$ cat src/rtl/fbg_pkg.sv
/*
 Shared constants for the flash boot guard: register offsets, guard
 protection layout, reset values, error bits and sequencer clock ratios.
 Assumes a 32-bit word register port with byte enables.
*/
package fbg_pkg;
	localparam int unsigned FBG_AW = 32;
	localparam int unsigned FBG_DW = 32;
	// Guard group number selects the error register base
	localparam logic [7:0]  FBG_GUARD_GROUP    = 8'h06;
	localparam logic [31:0] FBG_PROT_BASE      = 32'hFFF90000;
	localparam logic [31:0] FBG_ADDR_PROT5     = 32'hFFF90014;
	localparam logic [31:0] FBG_ADDR_PROT6     = 32'hFFF90018;
	localparam logic [31:0] FBG_PROT_RESET     = 32'h066FFFF7;
	// Error report block: base = err root + group * stride
	localparam logic [31:0] FBG_ERR_ROOT       = 32'hFFC4C000;
	localparam logic [31:0] FBG_ERR_STRIDE     = 32'h00000100;
	localparam logic [31:0] FBG_ERR_BASE       = FBG_ERR_ROOT
		+ {24'h000000, FBG_GUARD_GROUP} * FBG_ERR_STRIDE;
	localparam logic [31:0] FBG_ERR_STAT_OFS   = 32'h00000000;
	localparam logic [31:0] FBG_ERR_ADDR_OFS   = 32'h00000004;
	localparam logic [31:0] FBG_ERR_CLR_OFS    = 32'h00000008;
	// Sequencer control block
	localparam logic [31:0] FBG_SEQ_BASE       = 32'hFFA10000;
	localparam logic [31:0] FBG_REG_CMD        = 32'h00000000;
	localparam logic [31:0] FBG_REG_STATUS     = 32'h00000004;
	localparam logic [31:0] FBG_REG_IRQ_STAT   = 32'h00000008;
	localparam logic [31:0] FBG_REG_IRQ_MASK   = 32'h0000000C;
	localparam logic [31:0] FBG_REG_VECTOR     = 32'h00000010;
	localparam logic [31:0] FBG_REG_OTP        = 32'h00000014;
	localparam logic [31:0] FBG_REG_ID_BASE    = 32'h00000020;
	localparam logic [31:0] FBG_REG_ID_STATUS  = 32'h00000030;
	localparam logic [31:0] FBG_REG_CTRL_LIMIT = 32'h00000100;
	// Command codes in the command word low byte
	localparam logic [7:0]  FBG_CMD_CONFIG_VEC = 8'h40;
	localparam logic [7:0]  FBG_CMD_OTP_SET    = 8'h41;
	// Protection register fields
	localparam int unsigned FBG_PROT_WG_BIT    = 0;
	localparam int unsigned FBG_PROT_RG_BIT    = 1;
	localparam int unsigned FBG_PROT_MASTER_LO = 8;
	localparam int unsigned FBG_NUM_MASTERS    = 8;
	// Interrupt bits
	localparam int unsigned FBG_IRQ_ILGL       = 0;
	localparam int unsigned FBG_IRQ_ECC        = 1;
	localparam int unsigned FBG_IRQ_GUARD      = 2;
	localparam int unsigned FBG_IRQ_W          = 3;
	// Code flash area layout
	localparam int unsigned FBG_NUM_AREAS      = 8;
	localparam int unsigned FBG_AREA_SHIFT     = 21;
	localparam logic [31:0] FBG_VECTOR_RESET   = 32'h00000000;
	localparam logic [6:0]  FBG_ECC_ALL_ONES   = 7'h7F;
	// Sequencer clock ratios
	localparam int unsigned FBG_DIV_SLOW       = 8;
	localparam int unsigned FBG_DIV_FAST       = 4;
endpackage

$ cat src/rtl/fbg_guard.sv
/*
 Bus guard for one channel: checks master id and direction against the
 protection word. Assumes a registered protection word from the top.
*/
`timescale 1ns/1ns
module fbg_guard
(
	input  wire logic [31:0] prot,
	input  wire logic [2:0]  master_id,
	input  wire logic        is_write,
	input  wire logic        hit,
	output logic             blocked
);
	import fbg_pkg::*;
	logic allowed;

	// Master in the allow field, or global permission for direction
	assign allowed = prot[FBG_PROT_MASTER_LO + 32'(master_id)]
		|| (is_write ? prot[FBG_PROT_WG_BIT] : prot[FBG_PROT_RG_BIT]);
	assign blocked = hit && !allowed;
endmodule // fbg_guard

$ cat src/rtl/fbg_seq_clk.sv
/*
 Sequencer clock enable generator: one pulse every eighth or fourth
 CPU clock. Assumes the option inputs are static in operation.
*/
`timescale 1ns/1ns
module fbg_seq_clk
(
	input  wire logic clk,
	input  wire logic rst_b,
	input  wire logic cpu_clock_divider_option,
	input  wire logic slow_part,
	output logic      sequencer_clock
);
	import fbg_pkg::*;
	logic [2:0] cnt;
	logic [2:0] last;

	// Eighth when option set or slow part, quarter otherwise
	assign last = (cpu_clock_divider_option || slow_part) ? 3'(FBG_DIV_SLOW - 1)
		: 3'(FBG_DIV_FAST - 1);

	// Free divider; terminal count pulses the sequencer tick
	always_ff @(posedge clk or negedge rst_b)
	begin
		if (!rst_b)
		begin
			cnt             <= 3'h0;
			sequencer_clock <= 1'b0;
		end
		else
		begin
			cnt             <= (cnt >= last) ? 3'h0 : cnt + 3'h1;
			sequencer_clock <= (cnt >= last);
		end
	end

	// No tick can follow a tick within three cycles, whatever the ratio
	property p_div_gap;
		@(posedge clk) disable iff (!rst_b)
		sequencer_clock |=> !sequencer_clock[*3];
	endproperty
	a_div_gap : assert property (p_div_gap) else $error("Sequencer ticks too close");

	// Ratio seen at the last count decides whether the fourth cycle ticks
	property p_div_period;
		@(posedge clk) disable iff (!rst_b)
		sequencer_clock ##3 (!cpu_clock_divider_option && !slow_part) |=> sequencer_clock;
	endproperty
	a_div_period : assert property (p_div_period) else $error("Quarter divider period wrong");
endmodule // fbg_seq_clk

$ cat src/rtl/fbg_top.sv
/*
 Flash boot guard: guard protection registers for channels 5 and 6,
 guard error report, relocatable reset vector with OTP blocking, blank
 read ECC detection and sequencer clock.
 Assumes one register port master and a flash read port on this clock.
*/
// Functional notes
// - Config command rewrites reset vector
// - Refuse vector inside OTP area
// - Blocking holds for reserved or all-ones OTP
// - Refused vector raises illegal command flag
// - Erased unprogrammed read gives ECC exception
// - Guard group 06 channels 5 and 6
// - Per channel protection register, byte lanes
// - Error registers at group-selected base
// - Lock bit cleared by unlocked erase
// - Sequencer clock eighth or quarter
`timescale 1ns/1ns
module fbg_top
(
	input  wire logic                       clk,
	input  wire logic                       rst_b,
	input  wire logic [fbg_pkg::FBG_AW-1:0] addr,
	input  wire logic [fbg_pkg::FBG_DW-1:0] wdata,
	input  wire logic [3:0]                 byte_en,
	input  wire logic                       wr,
	input  wire logic                       rd,
	input  wire logic [2:0]                 master_id,
	output logic      [fbg_pkg::FBG_DW-1:0] rdata,
	input  wire logic                       cpu_clock_divider_option,
	input  wire logic                       slow_part,
	input  wire logic                       flash_rd,
	input  wire logic [31:0]                flash_rd_data,
	input  wire logic [6:0]                 flash_rd_ecc,
	input  wire logic                       flash_ecc_err,
	input  wire logic                       lock_erase_done,
	input  wire logic                       lock_abort,
	output logic                            ecc_exception,
	output logic      [31:0]                reset_vector,
	output logic                            lock_bit,
	output logic                            sequencer_clock,
	output logic                            irq
);
	import fbg_pkg::*;
	logic [31:0]              prot5;
	logic [31:0]              prot6;
	logic [31:0]              vector;
	logic [FBG_NUM_AREAS-1:0] otp_area;
	logic [FBG_IRQ_W-1:0]     irq_stat;
	logic [FBG_IRQ_W-1:0]     irq_mask;
	logic                     illegal_command_flag;
	logic                     guard_err;
	logic [31:0]              guard_err_addr;
	logic [31:0]              id_word [4];
	logic                     id_ok;
	logic [31:0]              rel;
	logic [31:0]              err_rel;
	logic                     hit_ch5;
	logic                     hit_ch6;
	logic                     blk5;
	logic                     blk6;
	logic                     blocked;
	logic                     wr_ok;
	logic                     rd_ok;
	logic                     cmd_wr;
	logic [31:0]              next_vector;
	logic [2:0]               vec_area;
	logic                     vec_refuse;
	logic [2:0]               otp_target;
	logic [31:0]              bmask;
	logic                     ev_ilgl;
	logic                     ev_ecc;
	logic                     blank_read;
	logic [FBG_IRQ_W-1:0]     ev;
	logic [FBG_IRQ_W-1:0]     clr;

	// Channel decode: ch5 self-prog id, ch6 control and command area
	assign rel     = addr - FBG_SEQ_BASE;
	assign err_rel = addr - FBG_ERR_BASE;
	assign hit_ch5 = (addr >= FBG_SEQ_BASE) && (rel >= FBG_REG_ID_BASE)
		&& (rel <= FBG_REG_ID_STATUS);
	assign hit_ch6 = (addr >= FBG_SEQ_BASE) && (rel < FBG_REG_CTRL_LIMIT)
		&& !hit_ch5;

	fbg_guard u_guard5 (
		.prot      (prot5),
		.master_id (master_id),
		.is_write  (wr),
		.hit       (hit_ch5 && (wr || rd)),
		.blocked   (blk5)
	);

	fbg_guard u_guard6 (
		.prot      (prot6),
		.master_id (master_id),
		.is_write  (wr),
		.hit       (hit_ch6 && (wr || rd)),
		.blocked   (blk6)
	);

	fbg_seq_clk u_seq_clk (
		.clk                      (clk),
		.rst_b                    (rst_b),
		.cpu_clock_divider_option (cpu_clock_divider_option),
		.slow_part                (slow_part),
		.sequencer_clock          (sequencer_clock)
	);

	assign blocked = blk5 || blk6;
	assign wr_ok   = wr && !blocked;
	assign rd_ok   = rd && !blocked;
	assign cmd_wr  = wr_ok && hit_ch6 && (rel == FBG_REG_CMD);

	// Byte lane mask for 8/16/32 bit writes
	always_comb
	begin
		bmask = {{8{byte_en[3]}}, {8{byte_en[2]}}, {8{byte_en[1]}}, {8{byte_en[0]}}};
	end

	// Protection words, one per channel, byte writable
	always_ff @(posedge clk or negedge rst_b)
	begin
		if (!rst_b)
		begin
			prot5 <= FBG_PROT_RESET;
			prot6 <= FBG_PROT_RESET;
		end
		else if (wr)
		begin
			if (addr == FBG_ADDR_PROT5)
				prot5 <= (prot5 & ~bmask) | (wdata & bmask);
			if (addr == FBG_ADDR_PROT6)
				prot6 <= (prot6 & ~bmask) | (wdata & bmask);
		end
	end

	// Vector target area; OTP marks are sticky whatever the outcome
	assign next_vector = {wdata[31:8], 8'h00};
	assign vec_area    = next_vector[FBG_AREA_SHIFT +: 3];
	assign vec_refuse  = otp_area[vec_area];
	assign otp_target  = wdata[FBG_AREA_SHIFT +: 3];

	// OTP applied marks, set even for reserved or all-ones settings
	always_ff @(posedge clk or negedge rst_b)
	begin
		if (!rst_b)
			otp_area <= '0;
		else if (cmd_wr && wdata[7:0] == FBG_CMD_OTP_SET)
			otp_area[otp_target] <= 1'b1;
	end

	// Reset vector rewritten by config command unless area is protected
	always_ff @(posedge clk or negedge rst_b)
	begin
		if (!rst_b)
			vector <= FBG_VECTOR_RESET;
		else if (cmd_wr && wdata[7:0] == FBG_CMD_CONFIG_VEC && !vec_refuse)
			vector <= next_vector;
	end
	assign reset_vector = vector;

	assign ev_ilgl = cmd_wr && wdata[7:0] == FBG_CMD_CONFIG_VEC && vec_refuse;

	// Illegal command flag, set wins over clear by status write
	always_ff @(posedge clk or negedge rst_b)
	begin
		if (!rst_b)
			illegal_command_flag <= 1'b0;
		else if (ev_ilgl)
			illegal_command_flag <= 1'b1;
		else if (wr_ok && hit_ch6 && rel == FBG_REG_STATUS && wdata[0])
			illegal_command_flag <= 1'b0;
	end

	// Erased cells read all ones with all-ones ECC, which fails the code
	assign blank_read = flash_rd && (&flash_rd_data) && (flash_rd_ecc == FBG_ECC_ALL_ONES);
	assign ev_ecc     = flash_rd && (flash_ecc_err || blank_read);

	always_ff @(posedge clk or negedge rst_b)
	begin
		if (!rst_b)
			ecc_exception <= 1'b0;
		else
			ecc_exception <= ev_ecc;
	end

	// Lock bit stuck by aborted P/E, freed by unlocked block erase
	always_ff @(posedge clk or negedge rst_b)
	begin
		if (!rst_b)
			lock_bit <= 1'b0;
		else if (lock_abort)
			lock_bit <= 1'b1;
		else if (lock_erase_done)
			lock_bit <= 1'b0;
	end

	// Guard error record, first blocked access address kept
	always_ff @(posedge clk or negedge rst_b)
	begin
		if (!rst_b)
		begin
			guard_err      <= 1'b0;
			guard_err_addr <= 32'h00000000;
		end
		else if (blocked)
		begin
			guard_err <= 1'b1;
			if (!guard_err)
				guard_err_addr <= addr;
		end
		else if (wr && err_rel == FBG_ERR_CLR_OFS && wdata[0])
			guard_err <= 1'b0;
	end

	// Self-programming id words, written by software under ch5
	always_ff @(posedge clk or negedge rst_b)
	begin
		if (!rst_b)
		begin
			id_word <= '{default: 32'h00000000};
			id_ok   <= 1'b0;
		end
		else if (wr_ok && hit_ch5 && rel < FBG_REG_ID_STATUS)
		begin
			id_word[rel[3:2]] <= wdata;
			id_ok             <= 1'b1;
		end
	end

	// Interrupt status: sticky, write one to clear, set wins
	assign ev  = {blocked, ev_ecc, ev_ilgl}; // Every blocked access flags
	assign clr = (wr_ok && hit_ch6 && rel == FBG_REG_IRQ_STAT) ? wdata[FBG_IRQ_W-1:0] : '0;

	always_ff @(posedge clk or negedge rst_b)
	begin
		if (!rst_b)
		begin
			irq_stat <= '0;
			irq_mask <= '0;
		end
		else
		begin
			irq_stat <= (irq_stat & ~clr) | ev;
			if (wr_ok && hit_ch6 && rel == FBG_REG_IRQ_MASK)
				irq_mask <= wdata[FBG_IRQ_W-1:0];
		end
	end
	assign irq = |(irq_stat & irq_mask);

	// Read mux, unmapped and blocked reads give zero one cycle later
	always_ff @(posedge clk or negedge rst_b)
	begin
		if (!rst_b)
			rdata <= 32'h00000000;
		else if (!rd_ok)
			rdata <= 32'h00000000;
		else if (addr == FBG_ADDR_PROT5)
			rdata <= prot5;
		else if (addr == FBG_ADDR_PROT6)
			rdata <= prot6;
		else if (err_rel == FBG_ERR_STAT_OFS)
			rdata <= {31'h0, guard_err};
		else if (err_rel == FBG_ERR_ADDR_OFS)
			rdata <= guard_err_addr;
		else if (hit_ch5 && rel == FBG_REG_ID_STATUS)
			rdata <= {31'h0, id_ok};
		else if (hit_ch5)
			rdata <= id_word[rel[3:2]];
		else if (hit_ch6 && rel == FBG_REG_STATUS)
			rdata <= {29'h0, lock_bit, sequencer_clock, illegal_command_flag};
		else if (hit_ch6 && rel == FBG_REG_IRQ_STAT)
			rdata <= {29'h0, irq_stat};
		else if (hit_ch6 && rel == FBG_REG_IRQ_MASK)
			rdata <= {29'h0, irq_mask};
		else if (hit_ch6 && rel == FBG_REG_VECTOR)
			rdata <= vector;
		else if (hit_ch6 && rel == FBG_REG_OTP)
			rdata <= {24'h0, otp_area};
		else
			rdata <= 32'h00000000;
	end

	property p_refuse;
		@(posedge clk) disable iff (!rst_b) ev_ilgl |=> $stable(vector) && illegal_command_flag;
	endproperty
	a_refuse : assert property (p_refuse) else $error("Protected vector accepted");
	property p_accept;
		@(posedge clk) disable iff (!rst_b)
		cmd_wr && wdata[7:0] == FBG_CMD_CONFIG_VEC && !vec_refuse
		|=> reset_vector == $past(next_vector);
	endproperty
	a_accept : assert property (p_accept) else $error("Vector not rewritten");
	// Any OTP command marks its area and keeps every mark set before it
	property p_otp_sticky;
		@(posedge clk) disable iff (!rst_b)
		cmd_wr && wdata[7:0] == FBG_CMD_OTP_SET
		|=> otp_area[$past(otp_target)] && ((otp_area & $past(otp_area)) == $past(otp_area));
	endproperty
	a_otp_sticky : assert property (p_otp_sticky) else $error("OTP mark lost");
	property p_ecc;
		@(posedge clk) disable iff (!rst_b) flash_rd && blank_read |=> ecc_exception;
	endproperty
	a_ecc : assert property (p_ecc) else $error("Blank read without exception");
	property p_guard;
		@(posedge clk) disable iff (!rst_b)
		blocked |=> guard_err && $stable(prot5) && $stable(prot6) && $stable(vector);
	endproperty
	a_guard : assert property (p_guard) else $error("Blocked access not recorded");
	property p_prot_rst;
		@(posedge clk) $rose(rst_b) |-> prot5 == FBG_PROT_RESET && prot6 == FBG_PROT_RESET;
	endproperty
	a_prot_rst : assert property (p_prot_rst) else $error("Protection reset value wrong");
	property p_irq;
		@(posedge clk) disable iff (!rst_b)
		ev_ilgl && irq_mask[FBG_IRQ_ILGL] |=> irq;
	endproperty
	a_irq : assert property (p_irq) else $error("Masked-in event gave no irq");
	property p_lock;
		@(posedge clk) disable iff (!rst_b) lock_erase_done && !lock_abort |=> !lock_bit;
	endproperty
	a_lock : assert property (p_lock) else $error("Lock bit not cleared");
endmodule // fbg_top

$ cat config.mk
export PLATFORM = sky130hd
export DESIGN_NAME = fbg_top
export DESIGN_NICKNAME = d
export VERILOG_FILES = /design/src/rtl/fbg_pkg.sv /design/src/rtl/fbg_guard.sv /design/src/rtl/fbg_seq_clk.sv /design/src/rtl/fbg_top.sv
export SDC_FILE = /design/constraint.sdc
export NUM_CORES = 1
export LEC_CHECK = 0
export BUFFER_PORTS_ARGS = -buffer_cell sky130_fd_sc_hd__buf_4
export CAP_MARGIN = 10
export CORE_MARGIN = 8
export CORE_UTILIZATION = 50
export CTS_CLUSTER_DIAMETER = 40
export DETAILED_ROUTE_END_ITERATION = 6
export PLACE_DENSITY_LB_ADDON = 0.1
export SYNTH_ARGS = -nofsm -noshare
export SYNTH_HDL_FRONTEND = slang
export SYNTH_SLANG_ARGS = --single-unit
$ cat constraint.sdc
create_clock -name clk -period 3 [get_ports clk]
set_input_delay 0.6 -clock clk [delete_from_list [all_inputs] [get_ports clk]]
set_output_delay 0.6 -clock clk [all_outputs]
set_load 0.01 [all_outputs]
==> flow_metrics.env, run 1 <==
export IMPL_h_tree_depth=2
export IMPL_syn2layout_area_growth_pct=26.9
export IMPL_hold_viol_final=0
export IMPL_irDropWorstVdd_mv=0.408
export IMPL_nNetsFinal=1425
export IMPL_drtAntennaViolNets=0
export IMPL_synth_ff_type="dfrtp_1"
export IMPL_cp_required_ns=3.39
export IMPL_num_vias=10019
export IMPL_drc=0
export IMPL_slowest_delay_ns=0.43
export IMPL_cts_tree="yes"
export IMPL_p_comb_frac=0.059
export IMPL_cellLeakagePower_nw=8.84
export IMPL_max_slew_worst_pin_slew_ns=0.708
export IMPL_syn_cell_area_um2=14300
export IMPL_synth_top_family_by_area="multiplexers"
export IMPL_synth_async_sr_flop_share=1.00
export IMPL_start_util=0.503
export IMPL_finalSetupViolCount=0
export IMPL_wire_per_inst_um=22.5
export IMPL_wl_um=38700
export IMPL_ys_seq_area_frac=0.535
export IMPL_io_buffers=179
export IMPL_status="completed"
export IMPL_syn_inst=1060
export IMPL_synth_adder_area_share=0.00350
export IMPL_clock_skew_ns=0.0295
export IMPL_worst_path_max_delay_cell="or3_4"
export IMPL_path_class="input port to flop"
export IMPL_power_mw=9.73
export IMPL_slew_viol_final=0
export IMPL_path_common_cell="nor3_4"
export IMPL_clock_sinks=303
export IMPL_grt_max_degree=81
export IMPL_rows=62
export IMPL_root_buffer="clkbuf_16"
export IMPL_synth_cell_types=72
export IMPL_crit_family="simple AND/OR/NAND/NOR gates"
export IMPL_die_area_um2=34200
export IMPL_drtPass1Iterations=5
export IMPL_cts_path_max_buffers=3
export IMPL_place_hpwl_um=26000
export IMPL_yosys_warnings=0
export IMPL_rrSetupSlack_ns=0.39
export IMPL_overflow=0
export IMPL_post_route_util=0.639
export IMPL_yosys_register_bits=303
export IMPL_startpoint_type="input port"
export IMPL_core_area_um2=28400
export IMPL_avgViaCountPerCell=5.84
export IMPL_p_int_mw=7.54
export IMPL_drt_iter0_markers=626
export IMPL_timing_rr_end="id_word[120]"
export IMPL_final_common_cell="dfrtp_1"
export IMPL_min_period_ns=2.69
export IMPL_grt_pass1_wl_um=61100
export IMPL_synth_simple_area_share=0.0793
export IMPL_timing_fmax_ghz=0.372
export IMPL_synthXorXnorAreaFrac=0.00245
export IMPL_grt_use_total=0.229
export IMPL_drv_cap=0
export IMPL_grt_pass1_vias=10716
export IMPL_clk_pin_slew_ns=0.06
export IMPL_critical_path_cell_chain="buf_4 -> or2_2 -> a2111o_1 -> nor3_4 -> o2111ai_1 -> or3_4 -> nor3_4 -> buf_12 -> mux2_2"
export IMPL_avgSynthCellArea_um2=13.5
export IMPL_r2r_cells=8
export IMPL_layout_common_cells="dfrtp_1, buf_4, mux2_2"
export IMPL_synth_compound_area_frac=0.101
export IMPL_slew_headroom=0.528
export IMPL_p_sw_frac=0.225
export IMPL_antenna_found_initial=1
export IMPL_die_width_um=185
export IMPL_clock_power_share=0.516
export IMPL_clk_latency_ns=0.53
export IMPL_pwr_share_seq=0.425
export IMPL_io_pins=188
export IMPL_end_kind="flop"
export IMPL_synth_edf_count=0
export IMPL_fin_crit_sh=0.897
export IMPL_netSwitchingPower_mw=2.19
export IMPL_arrival_ns=3.08
export IMPL_critPathMaxFanout=32
export IMPL_synth_mux_area_fraction=0.246
export IMPL_cts_made_buffers=40
export IMPL_rsz0062_at_grt="no"
export IMPL_worst_path_buf_inv=2
export IMPL_insertedDiodeCount=0
export IMPL_p_per_area_nw_per_um2=537
export IMPL_drive_gt1_frac=0.515
export IMPL_min_path_type="input port to asynchronous set/reset pin"
export IMPL_place_congestion=0.879
export IMPL_die_y_um=185
-- cell type report --
cell class                 count  area (µm²)
sequential                   303        7640
multi-input combinational    677        6250
fill                        2199       10300
inverter                      12        45.0
timing repair buffer         267        2290
tap                          384         480
clock inverter                23         297
clock buffer                  51        1140
-- cells in the mapped netlist (4+ instances only) --
master    count  share of area
nor3b_1       5         0.0026
a21oi_1      41          0.014
inv_1        12         0.0032
a41o_2        4         0.0032
nor4_1        7         0.0031
o211a_1      32          0.022
dfrtp_1     257           0.45
or2_2        14         0.0061
nor2b_1      15         0.0066
o21ai_0       4         0.0014
a31o_2        4         0.0025
mux2_1        7         0.0055
nand2b_1      5         0.0022
nand3_1       7         0.0025
nor2_1       31         0.0081
nand4_1      14         0.0061
buf_4        18         0.0095
and3_1        7         0.0031
nor3_1       13         0.0046
o211ai_1      5         0.0026
clkbuf_1     40          0.011
mux2i_1       7         0.0049
nor4b_1       4         0.0025
buf_6         4         0.0032
nand2_1      52          0.014
o221ai_1     32          0.020
mux2_2      223           0.18
and2_1        5         0.0022
buf_2         5         0.0018
mux4_2       36          0.057
dfstp_2      46          0.085
a22oi_1      32          0.017
a21o_1        5         0.0026
ha_1          4         0.0035
-- cell families after synthesis --
logic type,count (synthesis)
simple gates,203
xor+xnor,4
mux,275
buf+inv,87
flops,303
other cells,1
compound gates,183
fa+ha+maj,4
-- stage by stage --
stage | hold WS (ns) | instance area (µm²) | std cells | TNS (ns) | worst slack (ns)
2_1_floorplan | 0.304 | 14300 | 1067 | 0 | 0.0740
3_3_place_gp | 0.448 | 16700 | 1643 | -8.85 | -0.131
3_5_place_dp | 0.453 | 16700 | 1643 | -18.52 | -0.217
4_1_cts | 0.0999 | 18100 | 1717 | 0 | 0.321
5_1_grt | 0.132 | 18100 | 1717 | 0 | 0.0364
6_report | 0.0951 | 18100 | 1717 | 0 | 0.309
-- layer usage --
layer | part of all wire | track usage | up-vias
met2 | 0.47 | 0.365 | 320
met3 | 0.063 | 0.0494 | 88
met5 | 0.00034 | 0 | -
met4 | 0.030 | 0.0829 | 2
li1 | - | - | 4476
met1 | 0.44 | 0.307 | 5133
-- power by group through the flow --
| stage | registers (mW) | clock network (mW) | logic, mW |
|---|---|---|---|
| 2_1_floorplan | 4.21 | 0 | 0.199 |
| 3_3_place_gp | 4.21 | 0 | 0.574 |
| 3_5_place_dp | 4.21 | 0 | 0.580 |
| 4_1_cts | 4.14 | 5.12 | 0.584 |
| 5_1_grt | 4.14 | 5.29 | 0.635 |
| 6_report | 4.14 | 5.02 | 0.577 |
-- how the worst max path moves through the flow --
stage                  start            to  slack [ns]  cells past startpoint
floorplan           addr[24]  id_word[100]        0.07                      9
global placement    addr[20]  id_word[115]       -0.13                      9
detailed placement  addr[20]  id_word[103]       -0.22                      9
CTS                 addr[20]  id_word[120]        0.32                      9
global route         addr[9]     guard_err        0.04                     12
finish              addr[20]  id_word[120]        0.31                      9
-- worst register-to-register path: stages, from the launching register on --
cell and delay [ns]:
dfstp_2 0.55, mux4_2 0.25, mux2i_1 0.13, nand3_1 0.16
o2111ai_1 0.15, or3_4 0.43, nor3_4 0.17, buf_12 0.26
mux2_2 0.38
-- what timing repair did --
action                                 in CTS  in global routing
endpoints found under the hold margin       0                  0
resized for setup                           0                  1
setup endpoints to repair                   0                  1
buffers inserted                            0                  0
hold buffers                                0                  0
(Power assumes the default switching activity.)
==> run 2, diff against run 1 <==
- CELL_PAD_IN_SITES_DETAIL_PLACEMENT: default -> 0
- CELL_PAD_IN_SITES_GLOBAL_PLACEMENT: default -> 1
- CORE_ASPECT_RATIO: default -> 1.75
- CORE_UTILIZATION: 50 -> 48
==> flow_metrics.env, run 2 (synthesis gave the netlist of run 1 again) <==
export IMPL_drc=0
export IMPL_insertedDiodeCount=0
export IMPL_worst_hold_slack_ns=0.00833
export IMPL_overflow=0
export IMPL_finalSetupViolCount=0
export IMPL_clock_power_share=0.457
export IMPL_worst_path_max_delay_cell="dfstp_2"
export IMPL_cts_tree="yes"
export IMPL_clk_pin_slew_ns=0.07
export IMPL_worst_path_buf_inv=2
export IMPL_rows=83
export IMPL_syn2layout_area_growth_pct=24.6
export IMPL_cp_required_ns=3.45
export IMPL_multi_input_area_um2=6240
export IMPL_layout_common_cells="dfrtp_1, buf_4, mux2_2"
export IMPL_final_seq_area_um2=7640
export IMPL_rrSetupSlack_ns=0.29
export IMPL_timing_fmax_ghz=0.369
export IMPL_place_congestion=0.853
export IMPL_power_mw=8.69
export IMPL_slew_viol_final=0
export IMPL_p_comb_frac=0.066
export IMPL_end_kind="flop"
export IMPL_p_sw_frac=0.235
export IMPL_avgViaCountPerCell=5.84
export IMPL_fin_crit_sh=0.904
export IMPL_core_area_um2=29300
export IMPL_place_area_um2=16800
export IMPL_design_area_um2=17800
export IMPL_io_pins=188
export IMPL_drt_iter0_markers=474
export IMPL_die_width_um=146
export IMPL_hold_viol_final=0
export IMPL_cellLeakagePower_nw=8.67
export IMPL_drive_gt1_frac=0.507
export IMPL_pwr_share_seq=0.477
export IMPL_h_tree_depth=1
export IMPL_arrival_ns=3.16
export IMPL_final_common_cell="dfrtp_1"
export IMPL_slowest_delay_ns=0.55
export IMPL_crit_family="simple AND/OR/NAND/NOR gates"
export IMPL_max_slew_worst_pin_slew_ns=0.732
export IMPL_setup_ws_ns=0.288
export IMPL_cts_made_buffers=31
export IMPL_timing_rr_end="id_word[101]"
export IMPL_start_util=0.488
export IMPL_rsz0062_at_grt="no"
export IMPL_post_cts_buffers=0
export IMPL_root_buffer="clkbuf_16"
export IMPL_path_class="flop to flop"
export IMPL_grt_max_degree=85
export IMPL_irDropWorstVdd_mv=0.463
export IMPL_r2r_cells=9
export IMPL_grt_pass1_vias=11090
export IMPL_die_y_um=244
export IMPL_io_buffers=179
export IMPL_p_int_mw=6.64
export IMPL_min_period_ns=2.71
export IMPL_wire_per_inst_um=23.7
export IMPL_holdBufCountCts=0
export IMPL_critPathMaxFanout=32
export IMPL_netSwitchingPower_mw=2.04
export IMPL_drtAntennaViolNets=0
export IMPL_clk_latency_ns=0.57
export IMPL_post_route_util=0.608
export IMPL_place_hpwl_um=29000
export IMPL_drv_cap=0
export IMPL_antenna_found_initial=0
export IMPL_num_vias=9969
export IMPL_grt_pass1_wl_um=63900
export IMPL_die_area_um2=35800
export IMPL_status="completed"
export IMPL_n_fill_cell=2454
export IMPL_clock_sinks=303
export IMPL_clock_skew_ns=0.0119
export IMPL_drtPass1Iterations=4
export IMPL_pre_cts_slack_ns=-0.270
export IMPL_wl_um=40400
export IMPL_postCtsResizedCells=0
export IMPL_grt_use_total=0.227
export IMPL_min_path_type="input port to asynchronous set/reset pin"
export IMPL_startpoint_type="flop"
export IMPL_cts_path_max_buffers=3
export IMPL_nNetsFinal=1424
export IMPL_p_per_area_nw_per_um2=488
export IMPL_critical_path_cell_chain="mux4_2 -> mux2i_1 -> buf_4 -> nand2_1 -> o2111ai_1 -> or3_4 -> nor3_4 -> buf_12 -> mux2_2"
export IMPL_slew_headroom=0.512
## run 2: area by class of cell
class,count,area share
Sequential cell,303,0.429
Multi-Input combinational cell,677,0.351
Timing Repair Buffer,275,0.132
Clock buffer,43,0.0478
Tap cell,382,0.0268
Clock inverter,15,0.0115
Inverter,12,0.00253
## run 2: worst max-delay path by stage
| stage | slack [ns] | cells after the start | endpoint |
|---|---|---|---|
| 4_1_cts | 0.26 | 9 | id_word[101] |
| 6_report | 0.29 | 9 | id_word[101] |
| 3_3_place_gp | -0.18 | 9 | id_word[108] |
| 2_1_floorplan | 0.07 | 9 | id_word[100] |
| 5_1_grt | 0.16 | 9 | id_word[101] |
| 3_5_place_dp | -0.27 | 9 | id_word[111] |
## run 2: power by group through the flow
stage | registers [mW] | logic (mW) | clock network [mW]
2_1_floorplan | 4.21 | 0.199 | 0
3_3_place_gp | 4.21 | 0.577 | 0
3_5_place_dp | 4.21 | 0.584 | 0
4_1_cts | 4.14 | 0.583 | 4.05
5_1_grt | 4.14 | 0.633 | 4.22
6_report | 4.14 | 0.572 | 3.97
## run 2: stage by stage
stage / instances / TNS, ns
finish: 1707 / 0
global placement: 1649 / -15.02
floorplan: 1067 / 0
detailed placement: 1649 / -25.35
global route: 1707 / 0
CTS: 1707 / 0
## run 2: per-layer routing
| layer | share of wire | track usage | vias to the layer above |
|---|---|---|---|
| met5 | 0 | 0 | - |
| met4 | 0.038 | 0.0989 | 0 |
| met3 | 0.036 | 0.0307 | 82 |
| met2 | 0.56 | 0.429 | 240 |
| met1 | 0.37 | 0.247 | 5189 |
| li1 | - | - | 4458 |
==> run 3, diff against run 2 <==
- CORE_UTILIZATION: 48 -> 47
- SYNTH_HIERARCHICAL: default -> 1
==> flow_metrics.env, run 3 <==
export IMPL_status="finished with violations"
export IMPL_violations="setup timing"
export IMPL_fin_crit_sh=1.06
export IMPL_h_tree_depth=2
export IMPL_grt_pass1_vias=12179
export IMPL_arrival_ns=3.60
export IMPL_antenna_found_initial=0
export IMPL_critical_path_cell_chain="mux2i_1 -> mux4_2 -> and3_4 -> or2_4 -> or4_4 -> nor4_4 -> buf_12 -> mux2_2"
export IMPL_rrSetupSlack_ns=-0.19
export IMPL_clk_latency_ns=0.53
export IMPL_place_congestion=0.894
export IMPL_root_buffer="clkbuf_16"
export IMPL_critPathMaxFanout=24
export IMPL_crit_family="simple AND/OR/NAND/NOR gates"
export IMPL_min_path_type="input port to asynchronous set/reset pin"
export IMPL_layout_common_cells="buf_4, dfrtp_1, mux2_2"
export IMPL_grt_max_degree=80
export IMPL_slew_viol_final=0
export IMPL_startpoint_type="flop"
export IMPL_busiest_layer="met2"
export IMPL_p_int_mw=7.26
export IMPL_place_area_um2=17900
export IMPL_insertedDiodeCount=0
export IMPL_wire_per_inst_um=25.6
export IMPL_max_slew_worst_pin_slew_ns=0.679
export IMPL_path_class="flop to flop"
export IMPL_multi_input_area_um2=6970
export IMPL_yosysMostFrequentCell="dfrtp_1"
export IMPL_drive_gt1_frac=0.519
export IMPL_timing_rr_end="reset_vector[10]"
export IMPL_syn_inst=1170
export IMPL_synth_edf_count=0
export IMPL_netSwitchingPower_mw=2.19
export IMPL_setup_ws_ns=-0.192
export IMPL_yosysTopAreaCell="dfrtp_1"
export IMPL_hold_viol_final=0
export IMPL_wl_um=49300
export IMPL_finalSetupViolCount=117
export IMPL_synth_cell_types=71
export IMPL_drt_iter0_markers=667
export IMPL_worst_path_max_delay_cell="mux4_2"
export IMPL_slowest_delay_ns=0.56
export IMPL_cts_path_max_buffers=3
export IMPL_die_area_um2=37200
export IMPL_synth_async_sr_flop_share=1.00
export IMPL_synth_common_cells="dfrtp_1, mux2_2, o21ai_0, clkbuf_1, nand2_1"
export IMPL_avgViaCountPerCell=5.94
export IMPL_yosys_warnings=6
export IMPL_syn_cell_area_um2=14600
export IMPL_design_area_um2=20000
export IMPL_io_pins=188
export IMPL_synth_ff_type="dfrtp_1"
export IMPL_p_sw_frac=0.231
export IMPL_slew_headroom=0.536
export IMPL_end_kind="flop"
export IMPL_drv_cap=0
export IMPL_start_util=0.476
export IMPL_cp_required_ns=3.41
export IMPL_cts_tree="yes"
export IMPL_grt_use_met2=0.456
export IMPL_pwr_share_seq=0.439
export IMPL_nNetsFinal=1632
export IMPL_die_width_um=149
export IMPL_met1_usage=0.309
export IMPL_syn2layout_area_growth_pct=36.5
export IMPL_drtAntennaViolNets=0
export IMPL_cellLeakagePower_nw=9.47
export IMPL_place_hpwl_um=34000
export IMPL_use_met3=0.0349
export IMPL_ys_seq_area_frac=0.522
export IMPL_grt_use_total=0.262
export IMPL_p_comb_frac=0.080
export IMPL_fin_setup_tns_ns=-9.43
export IMPL_worst_hold_slack_ns=0.0764
export IMPL_io_buffers=179
export IMPL_cts_made_buffers=35
export IMPL_rsz0062_at_grt="yes"
export IMPL_worst_path_buf_inv=1
export IMPL_avgSynthCellArea_um2=12.5
export IMPL_r2r_cells=8
export IMPL_clock_sinks=303
export IMPL_clock_skew_ns=0.0306
export IMPL_core_area_um2=30700
export IMPL_drc=0
export IMPL_rows=85
export IMPL_post_route_util=0.649
export IMPL_final_common_cell="buf_4"
export IMPL_clock_power_share=0.481
export IMPL_synth_top_area_frac=0.440
export IMPL_synth_area_leaders="dfrtp_1, mux2_2, dfstp_2"
export IMPL_timing_fmax_ghz=0.313
export IMPL_drtPass1Iterations=5
export IMPL_overflow=0
export IMPL_yosys_register_bits=303
export IMPL_final_seq_area_um2=7640
export IMPL_n_fill_cell=2389
export IMPL_die_y_um=249
export IMPL_num_vias=11434
export IMPL_min_period_ns=3.19
export IMPL_grt_pass1_wl_um=74300
export IMPL_p_per_area_nw_per_um2=473
export IMPL_irDropWorstVdd_mv=0.455
export IMPL_clk_pin_slew_ns=0.06
run 3: cell count changes in the layout (fill, tap and decap cells not counted), moves of 15 or more:
cell and change:
buf_4 +64, o21ai_0 +47, mux2_4 +43, nand3_1 +41, mux2_2 -39, o211a_1 -32
o221ai_1 -31, buf_6 +19, o32a_1 +16, a22oi_1 -15
run 3: logic make-up after synthesis:
group	synth area share
AOI/OAI and AO/OA	0.108
DFF	0.522
xor gates and xnor gates	0.00180
adders and majority gates	0.00342
other	0.000256
muxes	0.245
and+or+nand+nor	0.0891
buffers and inverters	0.0308
run 3: worst max path at each step:
stage,startpoint,to,depth (start not counted)
after detailed placement,addr[16],irq_mask[2],15
after global placement,addr[16],irq_mask[2],15
final,flop,reset_vector[10],8
after floorplan,addr[26],reset_vector[21],13
after CTS,flop,reset_vector[14],8
after global routing,flop,reset_vector[19],8
run 3: area by class of cell:
type / instances / area share
sequential: 303 / 0.383
multi-input combinational: 768 / 0.349
timing repair buffer: 383 / 0.179
clock buffer: 48 / 0.0488
tap: 391 / 0.0245
clock inverter: 14 / 0.0125
inverter: 17 / 0.00320
run 3: metal layers:
layer / vias to the layer above / part of all wire
met5: - / 0
met4: 0 / 0.049
met3: 111 / 0.052
met2: 377 / 0.52
met1: 5880 / 0.38
li1: 5066 / -
run 3: power groups by stage:
stage          clock network [mW]  logic (mW)  registers (mW)
4_1_cts                      4.63       0.752            4.15
3_3_place_gp                    0       0.736            4.22
2_1_floorplan                   0       0.271            4.22
6_report                     4.54       0.756            4.15
5_1_grt                      4.79       0.818            4.15
3_5_place_dp                    0       0.744            4.22
run 3: timing repair:
action	4_1_cts	5_1_grt
endpoints found under the setup margin	131	168
hold buffers	0	0
endpoints found under the hold margin	0	0
buffers inserted	18	8
resized for setup	63	53
pin swaps	6	7
cloned	11	4
run 3: through the flow:
step	setup WS, ns	instances	total power, mW
5_1_grt	-0.235	1924	9.76
4_1_cts	-0.188	1920	9.53
6_report	-0.192	1924	9.44
3_3_place_gp	-0.862	1829	4.95
2_1_floorplan	-0.703	1177	4.49
3_5_place_dp	-0.846	1829	4.96
